===== config.mk =====
export PLATFORM = sky130hd
export DESIGN_NAME = cts_top
export DESIGN_NICKNAME = d
export VERILOG_FILES = /design/src/cts_pkg.sv /design/src/cts_top.sv
export SDC_FILE = /design/constraint.sdc
export NUM_CORES = 1
export LEC_CHECK = 0
export BUFFER_PORTS_ARGS = -buffer_cell sky130_fd_sc_hd__buf_2
export CAP_MARGIN = 20
export CORE_MARGIN = 3
export CORE_UTILIZATION = 50
export CTS_BUF_LIST = sky130_fd_sc_hd__clkbuf_8
export DETAILED_ROUTE_END_ITERATION = 16
export GPL_ROUTABILITY_DRIVEN = 0
export PLACE_DENSITY = 0.73
export SYNTH_ARGS = -nofsm -noshare
export SYNTH_HDL_FRONTEND = slang
export SYNTH_SLANG_ARGS = --single-unit

===== constraint.sdc =====
create_clock -name pclk -period 3.75 [get_ports pclk]
set_input_delay 0.5625 -clock pclk [delete_from_list [all_inputs] [get_ports pclk]]
set_output_delay 0.5625 -clock pclk [all_outputs]
set_load 0.005 [all_outputs]

===== src/cts_pkg.sv =====
// package: register map, field layout and carrier types of the touch status block
package cts_pkg;
  // register byte offsets
  localparam logic [7:0] OFS_CONTROL = 8'h00;
  localparam logic [7:0] OFS_IDLE = 8'h08;
  localparam logic [7:0] OFS_LEVEL = 8'h0c;
  localparam logic [7:0] OFS_RAW = 8'h10;
  localparam logic [7:0] OFS_TOUCH_THRESHOLD = 8'h18;
  localparam logic [7:0] OFS_PIN_SELECT = 8'h1c;
  localparam logic [7:0] OFS_DMA_DATA = 8'h20;
  localparam logic [7:0] OFS_STATUS = 8'h24;
  localparam logic [7:0] OFS_ENABLE = 8'h28;
  localparam logic [7:0] OFS_DISABLE = 8'h2c;
  localparam logic [7:0] OFS_MASK = 8'h30;
  localparam logic [7:0] OFS_CLEAR = 8'h34;
  localparam logic [7:0] OFS_ENTRY_FLAGS = 8'h40;
  localparam logic [7:0] OFS_ENTRY_CLEAR = 8'h50;
  localparam logic [7:0] WORD_STRIDE = 8'h04;
  // control register bits
  localparam int CTL_PAIRED = 0;
  localparam int CTL_DMA = 1;
  // event bit positions
  localparam int EV_SAMPLE = 0;
  localparam int EV_ENTRY = 1;
  localparam int EV_RELEASE = 2;
  localparam int EV_BITS = 3;
  // threshold register layout
  localparam int TH_FRAC_LSB = 0;
  localparam int TH_FRAC_W = 12;
  localparam int TH_INT_LSB = 12;
  localparam int TH_INT_W = 8;
  localparam int TH_DIR = 23;
  localparam int TH_LEN_LSB = 24;
  localparam int TH_LEN_W = 5;
  localparam int LEVEL_W = TH_INT_W + TH_FRAC_W;
  localparam int IDLE_W = 28;
  // dma configuration word layout
  localparam int DC_PIN_LSB = 0;
  localparam int DC_SEL_LSB = 8;
  localparam int DC_SEL_W = 8;
  // reset values
  localparam logic [31:0] RESET_WORD = 32'h0000_0000;
  // one new measurement from the acquisition engine
  typedef struct packed {
    logic valid;
    logic [LEVEL_W-1:0] level;
    logic [31:0] raw;
    logic [IDLE_W-1:0] idle;
  } cts_sample_t;
  // dma word written by the memory transfer engine
  typedef struct packed {
    logic valid;
    logic [31:0] data;
  } cts_dma_t;
endpackage


===== src/cts_top.sv =====
// touch status block: threshold compare, event status, mask and per-config flags
// Function
// - direction bit 0 means touch above threshold, 1 means touch below.
// - threshold is integer plus fraction; unimplemented low fraction bits are absent.
// - outside paired mode, acquisition uses the single pin named by the pin index field.
// - paired mode with index m selects pins m and m plus one; with m on the last pin, that pin stands alone.
// - status bits stay set until a one is written to the clear register.
// - release event sets status bit 2; entry bit 1; sample bit 0.
// - every transition into touched state sets the entry status bit.
// - sample bit sets when level, raw and baseline already hold new values.
// - writing one to enable sets the mask bit; zero leaves it.
// - writing one to disable clears the mask bit; zero does nothing.
// - mask bit one enables its source; mask is read only.
// - one in clear drops status bit and its pending request; zero nothing.
// - in dma mode each config carries a selector naming its entry flag.
// - selector s maps to bit s mod 32 of word s div 32.
// - an entry flag reads one once its config saw an entry event.
// - a one in an entry clear word clears the matching entry flag.
// - entry needs the programmed count of successive samples beyond threshold; release needs as many successive samples not beyond.
// - the filtered relative level is compared against the threshold.
//
// Register access over APB is this design's own decision.
`timescale 1ns/10ps
module cts_top
  import cts_pkg::*;
#(
  parameter int N_PINS = 32,
  parameter int PIN_BITS = 5,
  parameter int N_FLAGS = 32,
  parameter int FRAC_BITS = 10
)
(
  // clock, reset, enable
  input wire logic pclk,
  input wire logic presetn,
  input wire logic ce,
  // apb slave
  input wire logic psel,
  input wire logic penable,
  input wire logic pwrite,
  input wire logic [7:0] paddr,
  input wire logic [31:0] pwdata,
  output logic [31:0] prdata,
  output logic pready,
  output logic pslverr,
  // acquisition engine and dma engine
  input wire cts_pkg::cts_sample_t sample_in,
  input wire cts_pkg::cts_dma_t dma_in,
  // sensor pin selection and interrupt
  output logic [N_PINS-1:0] sense_enable,
  output logic irq
);
  import cts_pkg::*;

  // word count and implemented-bit masks; other bits read zero
  localparam int N_WORDS = (N_FLAGS + 31) / 32;
  localparam int FR_DROP = TH_FRAC_W - FRAC_BITS;
  localparam logic [TH_FRAC_W-1:0] FRAC_MASK = {TH_FRAC_W{1'b1}} << FR_DROP;
  localparam logic [31:0] TOUCH_THRESHOLD_MASK = 32'h1f8f_f000 | 32'(FRAC_MASK);
  localparam logic [31:0] PIN_MASK = 32'((64'h1 << PIN_BITS) - 64'h1);
  localparam logic [31:0] CTL_MASK = 32'h0000_0003;
  localparam logic [31:0] EV_MASK = 32'h0000_0007;

  // refuse configurations the logic cannot serve
  generate
    if (FRAC_BITS < 0 || FRAC_BITS > TH_FRAC_W || N_PINS < 2 || N_PINS > (1 << PIN_BITS)
        || N_FLAGS < 1 || N_FLAGS > (1 << DC_SEL_W) || PIN_BITS > 8)
    begin : g_bad
      $error("cts_top: unsupported parameter set");
    end
  endgenerate

  // entry words sit below the clear words: they must not overlap
  generate
    if (N_WORDS * int'(WORD_STRIDE) > int'(OFS_ENTRY_CLEAR) - int'(OFS_ENTRY_FLAGS))
    begin : g_bad_words
      $error("cts_top: too many entry flag words");
    end
  endgenerate

  // register state
  logic [31:0] control;
  logic [31:0] touch_threshold;
  logic [PIN_BITS-1:0] sensor_pin_index;
  logic [31:0] dma_data_port;
  logic [EV_BITS-1:0] event_status;
  logic [EV_BITS-1:0] event_mask;
  logic [31:0] touch_entry_flags [N_WORDS];
  logic [LEVEL_W-1:0] level_reg;
  logic [31:0] raw_reg;
  logic [IDLE_W-1:0] idle_reg;
  logic [DC_SEL_W-1:0] flag_selector;
  // touch detection state
  logic touched;
  logic [TH_LEN_W-1:0] run_count;

  // bus decode
  logic access;
  logic wr_fire;
  logic [31:0] wr_data;
  logic [31:0] next_rdata;
  logic next_slverr;
  logic mapped;
  assign access = psel && penable;
  assign wr_fire = ce && access && pready && pwrite;
  assign wr_data = pwdata;

  function automatic logic wr_at(input logic [7:0] ofs);
    wr_at = wr_fire && (paddr == ofs);
  endfunction

  // threshold fields and comparison
  logic [TH_INT_W-1:0] threshold_integer_part;
  logic [TH_FRAC_W-1:0] threshold_fraction_part;
  logic [LEVEL_W-1:0] thr_value;
  logic dir_below;
  logic [TH_LEN_W-1:0] need_count;
  logic beyond;
  logic run_done;
  logic touch_entry_event;
  logic touch_release_event;
  assign threshold_integer_part = touch_threshold[TH_INT_LSB +: TH_INT_W];
  assign threshold_fraction_part = touch_threshold[TH_FRAC_LSB +: TH_FRAC_W] & FRAC_MASK;
  assign thr_value = {threshold_integer_part, threshold_fraction_part};
  assign dir_below = touch_threshold[TH_DIR];
  // filtered level against threshold, sense chosen by direction
  // a level equal to the threshold is beyond in neither direction
  assign beyond = dir_below ? (sample_in.level < thr_value)
                            : (sample_in.level > thr_value);
  // a zero length still needs one sample
  assign need_count = (touch_threshold[TH_LEN_LSB +: TH_LEN_W] == '0)
                    ? TH_LEN_W'(1) : touch_threshold[TH_LEN_LSB +: TH_LEN_W];
  assign run_done = (run_count + TH_LEN_W'(1)) >= need_count;
  assign touch_entry_event = ce && sample_in.valid && !touched && beyond && run_done;
  assign touch_release_event = ce && sample_in.valid && touched && !beyond && run_done;

  // successive-sample counter toward a state change
  // a sample back on the current side restarts the run
  always_ff @(posedge pclk or negedge presetn)
  begin
    if (!presetn)
      run_count <= '0;
    else if (ce && sample_in.valid)
    begin
      if ((touched ^ beyond) && !run_done)
        run_count <= run_count + TH_LEN_W'(1);
      else
        run_count <= '0;
    end
  end

  // touched state
  // entry and release never meet: they need opposite touched states
  always_ff @(posedge pclk or negedge presetn)
  begin
    if (!presetn)
      touched <= 1'b0;
    else if (touch_entry_event)
      touched <= 1'b1;
    else if (touch_release_event)
      touched <= 1'b0;
  end

  // measurement capture, same edge as the sample flag
  // software reading after the sample bit sees the new values
  always_ff @(posedge pclk or negedge presetn)
  begin
    if (!presetn)
    begin
      level_reg <= '0;
      raw_reg <= '0;
      idle_reg <= '0;
    end
    else if (ce && sample_in.valid)
    begin
      level_reg <= sample_in.level;
      raw_reg <= sample_in.raw;
      idle_reg <= sample_in.idle;
    end
  end

  // control register: paired mode and dma mode
  always_ff @(posedge pclk or negedge presetn)
  begin
    if (!presetn)
      control <= RESET_WORD;
    else if (wr_at(OFS_CONTROL))
      control <= wr_data & CTL_MASK;
  end

  // threshold register
  always_ff @(posedge pclk or negedge presetn)
  begin
    if (!presetn)
      touch_threshold <= RESET_WORD;
    else if (wr_at(OFS_TOUCH_THRESHOLD))
      touch_threshold <= wr_data & TOUCH_THRESHOLD_MASK;
  end

  // pin index, from software or from a dma configuration block
  // a software write wins over a dma block landing in the same cycle
  always_ff @(posedge pclk or negedge presetn)
  begin
    if (!presetn)
      sensor_pin_index <= '0;
    else if (wr_at(OFS_PIN_SELECT))
      sensor_pin_index <= wr_data[PIN_BITS-1:0];
    else if (ce && dma_in.valid && control[CTL_DMA])
      sensor_pin_index <= dma_in.data[DC_PIN_LSB +: PIN_BITS];
  end

  // dma data port and the selector carried by each configuration block
  // the memory engine owns this port; a dma word wins over a bus write
  always_ff @(posedge pclk or negedge presetn)
  begin
    if (!presetn)
    begin
      dma_data_port <= RESET_WORD;
      flag_selector <= '0;
    end
    else if (ce && dma_in.valid)
    begin
      dma_data_port <= dma_in.data;
      flag_selector <= dma_in.data[DC_SEL_LSB +: DC_SEL_W];
    end
    else if (wr_at(OFS_DMA_DATA))
      dma_data_port <= wr_data;
  end

  // sensor pin enables: one pin, or a pair in paired mode
  // the pair partner of the last pin does not exist, so that pin stands alone
  always_ff @(posedge pclk or negedge presetn)
  begin
    if (!presetn)
      sense_enable <= '0;
    else if (ce)
    begin
      for (int p = 0; p < N_PINS; p++)
      begin
        sense_enable[p] <= (32'(sensor_pin_index) == p)
          || (control[CTL_PAIRED] && (32'(sensor_pin_index) + 1 == p));
      end
    end
  end

  // sticky event status, set wins over a clear in the same cycle
  logic [EV_BITS-1:0] ev_set;
  logic [EV_BITS-1:0] ev_clr;
  assign ev_set[EV_SAMPLE] = ce && sample_in.valid;
  assign ev_set[EV_ENTRY] = touch_entry_event;
  assign ev_set[EV_RELEASE] = touch_release_event;
  assign ev_clr = wr_at(OFS_CLEAR) ? wr_data[EV_BITS-1:0] : '0;

  // status after this cycle, shared by the status flops and the request
  logic [EV_BITS-1:0] next_status;
  assign next_status = ev_set | (event_status & ~ev_clr);

  // status flops
  always_ff @(posedge pclk or negedge presetn)
  begin
    if (!presetn)
      event_status <= '0;
    else
      event_status <= next_status;
  end

  // mask changes only through enable and disable writes
  // one bus cannot write enable and disable in the same cycle
  always_ff @(posedge pclk or negedge presetn)
  begin
    if (!presetn)
      event_mask <= '0;
    else if (wr_at(OFS_ENABLE))
      event_mask <= event_mask | wr_data[EV_BITS-1:0];
    else if (wr_at(OFS_DISABLE))
      event_mask <= event_mask & ~wr_data[EV_BITS-1:0];
  end

  // interrupt request from masked status
  // a masked source must not pulse the request even for one cycle
  always_ff @(posedge pclk or negedge presetn)
  begin
    if (!presetn)
      irq <= 1'b0;
    else if (ce)
      irq <= |(next_status & event_mask);
  end

  // per-configuration entry flags, one generate step per word
  // flags beyond N_FLAGS are not built and read zero
  genvar gw;
  generate
    for (gw = 0; gw < N_WORDS; gw++)
    begin : g_word
      logic [31:0] fset;
      logic [31:0] fclr;
      logic [31:0] fimpl;
      always_comb
      begin
        fset = '0;
        fimpl = '0;
        for (int b = 0; b < 32; b++)
          fimpl[b] = (gw * 32 + b) < N_FLAGS;
        if (touch_entry_event && control[CTL_DMA] && (32'(flag_selector) / 32 == gw))
          fset[flag_selector[4:0]] = 1'b1;
      end
      assign fclr = wr_at(OFS_ENTRY_CLEAR + WORD_STRIDE * 8'(gw)) ? wr_data : '0;
      always_ff @(posedge pclk or negedge presetn)
      begin
        if (!presetn)
          touch_entry_flags[gw] <= RESET_WORD;
        else
          touch_entry_flags[gw] <= (fset | (touch_entry_flags[gw] & ~fclr)) & fimpl;
      end
    end
  endgenerate

  // read mux and address check
  // write-only registers read zero; unknown offsets raise pslverr
  always_comb
  begin
    next_rdata = '0;
    mapped = 1'b1;
    case (paddr)
      OFS_CONTROL: next_rdata = control;
      OFS_IDLE: next_rdata = 32'(idle_reg);
      OFS_LEVEL: next_rdata = 32'(level_reg);
      OFS_RAW: next_rdata = raw_reg;
      OFS_TOUCH_THRESHOLD: next_rdata = touch_threshold;
      OFS_PIN_SELECT: next_rdata = 32'(sensor_pin_index) & PIN_MASK;
      OFS_DMA_DATA: next_rdata = dma_data_port;
      OFS_STATUS: next_rdata = 32'(event_status) & EV_MASK;
      OFS_MASK: next_rdata = 32'(event_mask) & EV_MASK;
      OFS_ENABLE, OFS_DISABLE, OFS_CLEAR: next_rdata = '0;
      default:
      begin
        mapped = 1'b0;
        for (int w = 0; w < N_WORDS; w++)
        begin
          if (paddr == OFS_ENTRY_FLAGS + WORD_STRIDE * 8'(w))
          begin
            next_rdata = touch_entry_flags[w];
            mapped = 1'b1;
          end
          if (paddr == OFS_ENTRY_CLEAR + WORD_STRIDE * 8'(w))
            mapped = 1'b1;
        end
      end
    endcase
    next_slverr = !mapped;
  end

  // apb answer: one wait state, outputs from flops
  // ce low holds the answer until the clock runs again
  always_ff @(posedge pclk or negedge presetn)
  begin
    if (!presetn)
    begin
      pready <= 1'b0;
      prdata <= '0;
      pslverr <= 1'b0;
    end
    else if (ce)
    begin
      if (access && !pready)
      begin
        pready <= 1'b1;
        prdata <= pwrite ? 32'h0000_0000 : next_rdata;
        pslverr <= next_slverr;
      end
      else
      begin
        pready <= 1'b0;
        prdata <= '0;
        pslverr <= 1'b0;
      end
    end
  end
endmodule


==> results.toml <==
[critical_path]
r2r-end = "touch_entry_flags[28]"
end_kind = "flip-flop"
ff2ff_path_depth = 10
crit_path_max_fanout = 7
required_ns = 4.21
path_class = "reg2reg"
worstReg2RegStart = "run_count[0]"
cp-start-kind = "flip-flop"
critPathLaunch = "run_count[0]"
crit_arrival_ns = 3.40
crit_end = "touch_entry_flags[28]"
r2r_slack_ns = 0.80

[global_route]
overflow = 0
grt_max_degree = 113
grt_usage = 0.258
first_global_vias = 10100
grt_first_pass_wirelength_mm = 54.3
antenna_found_initial = 1

[outcome]
status = "completed"

[job]
maxCapViolCount = 0

[clock_tree]
clkLatencyLatePin_ns = 0.56
cts.sinks = 262
cts_tree = "built"
cts_resized = 0
cts_buffer_depth = 3
h-tree-depth = 2
cts_buffers = 45
post_cts_buffers = 0
clk_pin_slew_ns = 0.06
cts_hold_buf = 0
clockRootBuffer = "clkbuf_8"

[power]
p_int_mw = 4.89
switching_power_mw = 1.69
p_comb_frac = 0.105
powerDensity_nw_per_um2 = 441
switching_share = 0.257
seqPwrFrac = 0.486
clkPwrFrac = 0.409
irDropWorstVdd_mv = 0.270
leakage_nw = 6.87

[floorplanning]
die_area_um2 = 26900
core_um2 = 24400
placementRows = 57
die_h_um = 164
die_w_um = 164
num_io_pins = 227
initial_core_util = 0.511

[synth]
async_flop_share = 1.00
ys.flop_type = "dfrtp_1"
synth_top_cell_by_area = "dfrtp_1"
ys_top_cells_by_count = "dfrtp_1 (262), nand2_1 (146), mux2_2 (113)"
synth.most_common_cell = "dfrtp_1"
ys_seq_area_frac = 0.526
netlist.area_leader.share = 0.526
yosys_warnings = 0
netlist_instances = 1166
synth_edf_count = 0
netlist_area_um2 = 12500
synth_area_leaders = "dfrtp_1 (53%), mux2_2 (10%), nand2_1 (4.4%), mux2i_1 (4.3%), ha_1 (2.6%)"
synth_seq_cells = 262
synth_fp_nets = 1352
ys_types = 62
postSynthAreaPerCell_um2 = 10.7

[drt]
drcViolationCount = 0
postRouteAntennaNets = 0
first_iter_violations = 726
num_vias = 10000
totalWireLength_mm = 34.9
drt-pass1-iter-count = 8
wl_per_cell_um = 19.9
vias_per_cell = 5.70

[timing]
final_max_slew_viol_count = 0
relSlewSlack = 0.329
rsz0062_at_grt = "no"
post-route-period-util = 0.785
finalSetupViolCount = 0
fin_crit_ns = 2.95
finalHoldViolations = 0
worst_pin_slew_ns = 1.01
fmax_mhz = 339
setup-tns-final_ns = 0
fin_skew_ns = 0.0275

[hold_path]
worstHoldPathType = "in2async"

[placed_design]
place.detailed.hpwl_mm = 24.8
placedCellCount = 1671
port_buffers = 226

[layout]
fin_cells = 1754
final_layout_size_suffix_gt1_frac = 0.322
nets = 1580
fillerInstances = 2062
synthToLayoutAreaGrowth_pct = 19.8
## power groups by stage
stage | sequential, mW | clock (mW) | combinational, mW
floorplan | 3.20 | 0 | 0.391
global placement | 3.23 | 0 | 0.676
detailed placement | 3.25 | 0 | 0.696
CTS | 3.20 | 2.74 | 0.700
global route | 3.22 | 2.88 | 0.771
finish | 3.20 | 2.69 | 0.694
## routing by layer
metal,global-route usage,wire length (um)
met1,0.366,15400
met2,0.404,16100
met3,0.0547,2640
met4,0.0727,702
met5,0,0
## worst max-delay path, cell delays in order, from the launching register on
cell and delay (ns):
dfrtp_1 0.42, ha_1 0.26, xor2_1 0.16, ha_1 0.30, nand2_1 0.05, o21ai_1 0.12
a31oi_1 0.23, or3_1 0.53, nor4b_4 0.46, nand2b_2 0.16, o21ai_1 0.18
## how the worst min path moves through the flow
stage                      startpoint           endpoint  slack [ns]  cells after the start
finish                        presetn    sense_enable[9]        0.06                      1
global route                  presetn    sense_enable[9]        0.12                      1
CTS                           presetn    sense_enable[9]        0.09                      1
detailed placement  dma_data_port[19]  dma_data_port[19]        0.47                      2
global placement    dma_data_port[19]  dma_data_port[19]        0.46                      2
floorplan                     presetn          async pin        0.27                      0
## area by class of cell
type / count / area [um2] / area share
repair buffers: 250 / 1360 / 0.0912
multi-input cells: 775 / 5420 / 0.363
clock inverters: 18 / 83.8 / 0.00561
inverters: 60 / 225 / 0.0151
flip-flops and latches: 262 / 6560 / 0.439
well taps: 324 / 405 / 0.0271
clock buffers: 64 / 881 / 0.0590
diodes: 1 / 2.50 / 0.000168
## metrics by stage
step	power, mW	hold slack [ns]	util	setup WS, ns	cell area (um2)
4_1_cts	6.64	0.0916	0.612	0.783	14900
3_3_place_gp	3.91	0.462	0.573	0.823	14000
5_1_grt	6.87	0.121	0.612	0.590	14900
6_report	6.58	0.0597	0.612	0.804	14900
3_5_place_dp	3.94	0.471	0.573	0.733	14000
2_1_floorplan	3.59	0.267	-	1.12	12500
## layout by cell type (no fill, tap or decap), types with 38 or more instances in the layout
master    netlist  layout
inv_1          60      73
dfrtp_1       262     262
a22oi_1        38      38
nand2_1       146     146
mux2i_1        54      54
o21ai_0        50      50
nor2_1         75      74
clkbuf_8        0      64
buf_2           8     224
a21oi_1        56      55
mux2_2        113     113
## cell families (layout without fill, tap and decap cells)
logic type	after synthesis	count (layout)	share of synthesized area
simple gates	297	297	0.110
mux	168	168	0.147
other cells	0	1	0
buf+inv	129	392	0.0414
xor+xnor	4	4	0.00281
flops	262	262	0.526
compound gates	280	280	0.146
fa+ha+maj	26	26	0.0261
Note: power is estimated with default switching activity, not from simulation.
